**src/include/acsp_cfg.svh**
```systemverilog
// Constants for the two-wire control slave port.
`ifndef ACSP_CFG_SVH
`define ACSP_CFG_SVH
`define ACSP_ADDR_PULLDOWN 7'h1a
`define ACSP_ADDR_PULLUP   7'h1b
`define ACSP_SUB_UNLOCK    8'hf8
`define ACSP_SUB_NEWADDR   8'hf9
`define ACSP_UNLOCK_KEY    32'hf9a5a5a5
`define ACSP_SUB_WIDE_LO   8'h20
`define ACSP_SUB_BIQ_LO    8'h29
`define ACSP_SUB_BIQ_HI    8'h36
`define ACSP_BIQ_WORDS     3'h5
`define ACSP_STRAP_WAIT    2'h3
`define ACSP_WBUF_BITS     160
`endif

```
**src/include/acsp_pkg.sv**
```systemverilog
// Types shared by the two-wire control slave port.
package acsp_pkg;
	typedef enum logic [3:0] {
		ACSP_IDLE      = 4'h0,
		ACSP_ADDR      = 4'h1,
		ACSP_ADDR_ACK  = 4'h3,
		ACSP_SUB       = 4'h2,
		ACSP_SUB_ACK   = 4'h6,
		ACSP_WDATA     = 4'h7,
		ACSP_WDATA_ACK = 4'h5,
		ACSP_RDATA     = 4'h4,
		ACSP_RACK      = 4'hc
	} acsp_state_e;
endpackage : acsp_pkg

```
**src/rtl/acsp_i2c_slave.sv**
```systemverilog
// Two-wire control slave port: framing, addressing and register transfers.
`timescale 1ns/100ps
`default_nettype none
`include "acsp_cfg.svh"
module acsp_i2c_slave import acsp_pkg::*; (
	input  wire logic         clk,
	input  wire logic         nrst,
	input  wire logic         ce,
	input  wire logic         scl_in,
	input  wire logic         sda_in,
	input  wire logic         addr_sel,
	output logic              sda_out,
	output logic              sda_oe,
	output logic              wr_valid,
	output logic [7:0]        wr_addr,
	output logic [2:0]        wr_words,
	output logic [159:0]      wr_data,
	output logic [7:0]        rd_addr,
	output logic [2:0]        rd_word_idx,
	input  wire logic [31:0]  rd_word,
	output logic [6:0]        dev_addr,
	output logic              busy
);
	// Words per set; zero means one plain byte per subaddress.
	function automatic logic [2:0] set_words(input logic [7:0] sub);
		if (sub < `ACSP_SUB_WIDE_LO)
			set_words = 3'h0;
		else if (sub >= `ACSP_SUB_BIQ_LO && sub <= `ACSP_SUB_BIQ_HI)
			set_words = `ACSP_BIQ_WORDS;
		else
			set_words = 3'h1;
	endfunction : set_words

	function automatic logic [4:0] set_bytes(input logic [7:0] sub);
		logic [2:0] w;
		w = set_words(sub);
		set_bytes = (w == 3'h0) ? 5'h01 : {w, 2'b00};
	endfunction : set_bytes

	acsp_state_e          state_r;
	logic                 scl_m, scl_s, scl_d;
	logic                 sda_m, sda_s, sda_d;
	logic                 asel_m, asel_s;
	logic [1:0]           strap_cnt_r;
	logic [3:0]           bitcnt_r;
	logic [7:0]           shreg_r;
	logic [7:0]           tx_r;
	logic                 rw_r;
	logic [7:0]           sub_r;
	logic [4:0]           bcnt_r;
	logic [1:0]           rbyte_r;
	logic [2:0]           rword_r;
	logic [`ACSP_WBUF_BITS-1:0] wacc_r;
	logic [`ACSP_WBUF_BITS-1:0] wacc_nxt;
	logic                 unlock_r;
	logic [7:0]           rd_byte;
	logic                 start_det, stop_det, scl_rise, scl_fall;
	logic                 byte_done, set_done, sub_done, rack_ok;

	assign sda_out = 1'b0;
	assign busy = (state_r != ACSP_IDLE);
	assign rd_addr = sub_r;
	assign rd_word_idx = rword_r;

	// Pins cross into clk through two flops before anything reads them.
	always_ff @(posedge clk or negedge nrst) begin
		if (!nrst) begin
			scl_m  <= 1'b1;
			scl_s  <= 1'b1;
			scl_d  <= 1'b1;
			sda_m  <= 1'b1;
			sda_s  <= 1'b1;
			sda_d  <= 1'b1;
			asel_m <= 1'b0;
			asel_s <= 1'b0;
		end else if (ce) begin
			scl_m  <= scl_in;
			scl_s  <= scl_m;
			scl_d  <= scl_s;
			sda_m  <= sda_in;
			sda_s  <= sda_m;
			sda_d  <= sda_s;
			asel_m <= addr_sel;
			asel_s <= asel_m;
		end
	end

	assign start_det = scl_s && scl_d && sda_d && !sda_s;
	assign stop_det  = scl_s && scl_d && !sda_d && sda_s;
	assign scl_rise  = scl_s && !scl_d;
	assign scl_fall  = !scl_s && scl_d;
	assign byte_done = (state_r == ACSP_WDATA) && scl_fall && bitcnt_r == 4'h8;
	assign sub_done  = (state_r == ACSP_SUB) && scl_fall && bitcnt_r == 4'h8;
	assign set_done  = byte_done && (bcnt_r + 5'h01 == set_bytes(sub_r));
	assign rack_ok   = (state_r == ACSP_RACK) && scl_rise && !sda_s;
	assign wacc_nxt  = {wacc_r[`ACSP_WBUF_BITS-9:0], shreg_r};

	// Narrow registers come from the low byte; unused bits read zero.
	always_comb begin
		if (sub_r == `ACSP_SUB_NEWADDR)
			rd_byte = (rbyte_r == 2'h3) ? {dev_addr, 1'b0} : 8'h00;
		else if (set_words(sub_r) == 3'h0)
			rd_byte = rd_word[7:0];
		else begin
			unique case (rbyte_r)
				2'h0: rd_byte = rd_word[31:24];
				2'h1: rd_byte = rd_word[23:16];
				2'h2: rd_byte = rd_word[15:8];
				2'h3: rd_byte = rd_word[7:0];
			endcase
		end
	end

	// Bus framing. The clock line is never driven: no wait states.
	always_ff @(posedge clk or negedge nrst) begin
		if (!nrst) begin
			state_r  <= ACSP_IDLE;
			bitcnt_r <= 4'h0;
			shreg_r  <= 8'h00;
			tx_r     <= 8'h00;
			rw_r     <= 1'b0;
			sda_oe   <= 1'b0;
		end else if (ce) begin
			if (start_det) begin
				state_r  <= ACSP_ADDR;
				bitcnt_r <= 4'h0;
				sda_oe   <= 1'b0;
			end else if (stop_det) begin
				state_r <= ACSP_IDLE;
				sda_oe  <= 1'b0;
			end else begin
				unique case (state_r)
					ACSP_IDLE: begin
					end
					ACSP_ADDR, ACSP_SUB, ACSP_WDATA: begin
						if (scl_rise && bitcnt_r != 4'h8) begin
							shreg_r  <= {shreg_r[6:0], sda_s};
							bitcnt_r <= bitcnt_r + 4'h1;
						end
						if (scl_fall && bitcnt_r == 4'h8) begin
							bitcnt_r <= 4'h0;
							if (state_r == ACSP_ADDR) begin
								if (shreg_r[7:1] == dev_addr) begin
									state_r <= ACSP_ADDR_ACK;
									sda_oe  <= 1'b1;
									rw_r    <= shreg_r[0];
								end else
									state_r <= ACSP_IDLE;
							end else if (state_r == ACSP_SUB) begin
								state_r <= ACSP_SUB_ACK;
								sda_oe  <= 1'b1;
							end else begin
								state_r <= ACSP_WDATA_ACK;
								sda_oe  <= 1'b1;
							end
						end
					end
					ACSP_ADDR_ACK: begin
						if (scl_fall) begin
							if (rw_r) begin
								state_r <= ACSP_RDATA;
								tx_r    <= rd_byte;
								sda_oe  <= !rd_byte[7];
							end else begin
								state_r <= ACSP_SUB;
								sda_oe  <= 1'b0;
							end
						end
					end
					ACSP_SUB_ACK, ACSP_WDATA_ACK: begin
						if (scl_fall) begin
							state_r <= ACSP_WDATA;
							sda_oe  <= 1'b0;
						end
					end
					ACSP_RDATA: begin
						if (scl_fall) begin
							if (bitcnt_r == 4'h7) begin
								state_r  <= ACSP_RACK;
								bitcnt_r <= 4'h0;
								sda_oe   <= 1'b0;
							end else begin
								tx_r     <= {tx_r[6:0], 1'b0};
								sda_oe   <= !tx_r[6];
								bitcnt_r <= bitcnt_r + 4'h1;
							end
						end
					end
					ACSP_RACK: begin
						if (scl_rise && sda_s)
							state_r <= ACSP_IDLE;
						else if (scl_fall) begin
							state_r <= ACSP_RDATA;
							tx_r    <= rd_byte;
							sda_oe  <= !rd_byte[7];
						end
					end
				endcase
			end
		end
	end

	// Subaddress walk and set assembly; partial sets die at start or stop.
	always_ff @(posedge clk or negedge nrst) begin
		if (!nrst) begin
			sub_r   <= 8'h00;
			bcnt_r  <= 5'h00;
			rbyte_r <= 2'h0;
			rword_r <= 3'h0;
			wacc_r  <= '0;
		end else if (ce) begin
			if (start_det || stop_det) begin
				bcnt_r <= 5'h00;
				wacc_r <= '0;
			end else if (sub_done) begin
				sub_r   <= shreg_r;
				bcnt_r  <= 5'h00;
				rbyte_r <= 2'h0;
				rword_r <= 3'h0;
			end else if (byte_done) begin
				if (set_done) begin
					bcnt_r <= 5'h00;
					wacc_r <= '0;
					sub_r  <= sub_r + 8'h01;
				end else begin
					bcnt_r <= bcnt_r + 5'h01;
					wacc_r <= wacc_nxt;
				end
			end else if (rack_ok) begin
				if (set_words(sub_r) == 3'h0)
					sub_r <= sub_r + 8'h01;
				else if (rbyte_r != 2'h3)
					rbyte_r <= rbyte_r + 2'h1;
				else begin
					rbyte_r <= 2'h0;
					if (rword_r + 3'h1 == set_words(sub_r)) begin
						rword_r <= 3'h0;
						sub_r   <= sub_r + 8'h01;
					end else
						rword_r <= rword_r + 3'h1;
				end
			end
		end
	end

	// Completed sets go out as one pulse; the two address registers stay here.
	always_ff @(posedge clk or negedge nrst) begin
		if (!nrst) begin
			wr_valid <= 1'b0;
			wr_addr  <= 8'h00;
			wr_words <= 3'h0;
			wr_data  <= '0;
		end else if (ce) begin
			wr_valid <= set_done && sub_r != `ACSP_SUB_UNLOCK
				&& sub_r != `ACSP_SUB_NEWADDR;
			if (set_done) begin
				wr_addr  <= sub_r;
				wr_words <= set_words(sub_r);
				wr_data  <= wacc_nxt;
			end
		end
	end

	// The strap is caught a few cycles after release, once the sync settles.
	always_ff @(posedge clk or negedge nrst) begin
		if (!nrst) begin
			strap_cnt_r <= 2'h0;
			dev_addr    <= 7'h00;
			unlock_r    <= 1'b0;
		end else if (ce) begin
			if (strap_cnt_r != `ACSP_STRAP_WAIT) begin
				strap_cnt_r <= strap_cnt_r + 2'h1;
				dev_addr <= asel_s ? `ACSP_ADDR_PULLUP
					: `ACSP_ADDR_PULLDOWN;
			end else if (set_done && sub_r == `ACSP_SUB_UNLOCK)
				unlock_r <= (wacc_nxt[31:0] == `ACSP_UNLOCK_KEY);
			else if (set_done && sub_r == `ACSP_SUB_NEWADDR) begin
				if (unlock_r)
					dev_addr <= shreg_r[7:1];
				unlock_r <= 1'b0;
			end
		end
	end
endmodule : acsp_i2c_slave
`default_nettype wire

```
**config.mk**
```make
export PLATFORM = sky130hd
export DESIGN_NAME = acsp_i2c_slave
export DESIGN_NICKNAME = d
export VERILOG_FILES = /design/src/include/acsp_pkg.sv /design/src/rtl/acsp_i2c_slave.sv
export VERILOG_INCLUDE_DIRS = /design/src /design/src/include
export SDC_FILE = /design/constraint.sdc
export NUM_CORES = 1
export LEC_CHECK = 0
export ABC_AREA = 1
export BUFFER_PORTS_ARGS = -buffer_cell sky130_fd_sc_hd__buf_2
export CAP_MARGIN = 15
export CORE_UTILIZATION = 40
export DETAILED_ROUTE_END_ITERATION = 10
export GPL_ROUTABILITY_DRIVEN = 0
export PLACE_DENSITY = 0.72
export SYNTH_ARGS = -nofsm -noshare
export SYNTH_HDL_FRONTEND = slang
export SYNTH_SLANG_ARGS = --single-unit
```
**constraint.sdc**
```tcl
create_clock -name clk -period 1.92 [get_ports clk]
set_clock_uncertainty 0.2 [all_clocks]
set_input_delay 0.192 -clock clk [delete_from_list [all_inputs] [get_ports clk]]
set_output_delay 0.192 -clock clk [all_outputs]
set_load 0.005 [all_outputs]
```
==> impl_metrics.tcl <==
set metrics [dict create \
    grt_use_total_pct 22.2 \
    post-route-cell-area_um2 22300 \
    layout_commonest_cell "nand2_1" \
    drt_iter0_drc 906 \
    initial_utilization_pct 40.8 \
    setup_ws_ps -435 \
    pin_count 231 \
    setup.worst_path.start_class "register" \
    path_class "reg -> reg" \
    synth_top_cells_by_area "dfrtp_1, nand2_1, o22ai_1" \
    cts_root_buf "clkbuf_16" \
    ys_seq_area_share_pct 59.0 \
    outcome "finished, violations left" \
    grt_antenna_before_repair 0 \
    yosysTopAreaCellShare_pct 58.1 \
    grt_max_degree 71 \
    cp.arrival_ps 2580 \
    max_freq_mhz 425 \
    drcViolationCount 0 \
    maxCapViolCount 0 \
    drive_gt1_share_pct 29.8 \
    synthArstFlopShare_pct 100 \
    crit_fanout 7 \
    synth_ff_type "dfrtp_1" \
    avgViaCountPerCell 5.20 \
    min_path_type "in -> reg" \
    p_leak_nw 11.0 \
    gr-total-overflow 0 \
    synth_edf_count 0 \
    nNetsFinal 2266 \
    power_density_nw_per_um2 1140 \
    post-route-period-util_pct 123 \
    antenna_cells 0 \
    first_pass_iters 5 \
    placed_area_um2 19400 \
    synth_cells 1807 \
    cts_tree "yes" \
    multi_input_area_um2 6010 \
    worst_ep_required_time_ps 2140 \
    final_cell_mix "nand2_1, dfrtp_1, buf_2" \
    path_clk_slew_ps 60 \
    num_vias 14400 \
    fillers 3353 \
    syn-cell-area_um2 16300 \
    cts_buffer_depth 3 \
    die_h_um 204 \
    min_period_ps 2350 \
    dp_hpwl_um 32100 \
    wl_per_cell_um 17.8 \
    place.port_buffers 228 \
    area_growth_pct 36.7 \
    hold_violations 0 \
    htreeDepth 2 \
    ir_drop_v 0.000520 \
    rows 73 \
    synth_seq_cells 384 \
    instances_no_fill 2768 \
    clock_sinks 384 \
    violations "setup timing" \
    grt_pass1_vias 14100 \
    dp_cells 2651 \
    cp-end-kind "register" \
    ff_latch_area_um2 9620 \
    ys_warn_count 0 \
    finalSetupViolations 368 \
    maxSlewViolCount 0 \
    core-area_um2 39900 \
    design.die.area_um2 41500 \
    drt_wl_total_um 49200 \
    rsz0062_at_grt "true" \
    synth_area_leader_cell "dfrtp_1" \
    clk_latency_ps 540 \
    fin_util_pct 55.8 \
    postRouteAntennaNets 0 \
    die_w_um 204 \
    grt_pass1_wl_um 73800 \
    cts_buffers 41 \
    avgSynthCellArea_um2 9.01 \
    synthDistinctLibCells 38 \
]
==> worst paths after layout <==
kind / startpoint / endpoint / slack [ps] / cells after the start
max: rd_addr[1]$_DFFE_PN0P_ / wacc_r[47]$_DFFE_PN0P_ / -430 / 14
max reg2reg: rd_addr[1]$_DFFE_PN0P_ / wacc_r[47]$_DFFE_PN0P_ / -430 / 14
min in group asynchronous: nrst / wr_data[48]$_DFFE_PN0P_ / 480 / 3
min: rd_word[3] / tx_r[3]$_DFFE_PN0P_ / 40 / 5
max in group asynchronous: nrst / wacc_r[42]$_DFFE_PN0P_ / 240 / 5
min reg2reg: tx_r[0]$_DFFE_PN0P_ / tx_r[0]$_DFFE_PN0P_ / 280 / 1
==> where the power goes <==
part	total [mW]	internal, mW	switching, mW	leakage, nW
clock network	7.98	4.71	3.27	0.671
logic	6.24	2.73	3.52	5.24
registers	11.2	9.96	1.20	5.07
==> worst max-delay path, stage by stage (launching register included) <==
cell and delay (ps):
dfrtp_1 400, inv_2 120, ha_4 160, nand3_2 90, nand3_2 120, nand3_2 90, nand2_2 90, nand2_2 70
nor2_4 160, buf_6 130, nand2_4 60, nand2_8 120, clkbuf_16 190, clkbuf_16 160, o22ai_1 70
==> synth_stat cells (3+ instances only) <==
| cell type | instances |
|---|---|
| nand2_1 | 494 |
| dfrtp_1 | 378 |
| inv_1 | 226 |
| o22ai_1 | 156 |
| o21ai_1 | 151 |
| o21ai_0 | 75 |
| buf_2 | 63 |
| nand3_1 | 55 |
| nor2_1 | 45 |
| a21oi_1 | 16 |
| buf_4 | 16 |
| nand4_1 | 16 |
| clkbuf_1 | 13 |
| xor2_1 | 13 |
| ha_1 | 12 |
| o211ai_1 | 9 |
| a31oi_1 | 8 |
| buf_1 | 7 |
| nor3_1 | 7 |
| dfstp_2 | 6 |
| inv_2 | 6 |
| nor2_2 | 6 |
| xnor2_1 | 4 |
| nand2_2 | 3 |
| nand3_2 | 3 |
| nor2_4 | 3 |
==> timing repair <==
action                     CTS  global route
setup buffers                8             7
pin swaps                    7            15
hold buffers                13             0
gates resized for setup     35           143
setup endpoints to repair  373           374
hold endpoints to repair   385             0
gates cloned                 5            14
==> cell families after synthesis <==
kind of cell,Yosys count,share of synthesized area [%]
other cells,1,0.0230
mux,1,0.0691
simple gates,640,16.1
compound gates,419,14.3
fa+ha+maj,12,0.922
flops,384,59.0
xor+xnor,17,0.914
buf+inv,333,8.57
==> per-stage QoR <==
step                hold WS, ps  setup WS [ps]  setup TNS (ps)  total power [mW]
global placement          -70.5           -343         -107430              16.3
global route               73.5           -538         -161810              26.7
floorplan                  -304           -185          -45670              14.3
finish                     37.8           -435         -125480              25.4
detailed placement        -65.1           -385         -117070              16.6
CTS                        16.6           -317          -91960              24.7
==> sequential cells by signal (all words and copies together), names as in the netlist, 2 cells and up <==
name	count
wr_addr	8
bcnt_r	5
shreg_r	8
bitcnt_r	4
tx_r	7
rbyte_r	2
wr_data	160
rd_word_idx	3
dev_addr	7
rd_addr	8
wr_words	2
strap_cnt_r	2
wacc_r	152
state_r	4
==> routing by layer <==
metal | global-route usage [%] | part of all wire [%] | up-vias
met5 | 0 | 0 | -
met4 | 8.62 | 3.5 | 0
met3 | 4.65 | 6.7 | 117
met2 | 35.4 | 48 | 494
met1 | 29.6 | 42 | 7054
li1 | - | - | 6737
==> layout make-up <==
cell class | count | area share [%]
flip-flops and latches | 384 | 43.2
clock inverters | 14 | 0.719
well taps | 525 | 2.95
clock buffers | 56 | 5.32
multi-input cells | 1092 | 27.0
repair buffers | 464 | 16.9
inverters | 233 | 3.94
No activity file was read; power rests on OpenSTA's default activity.
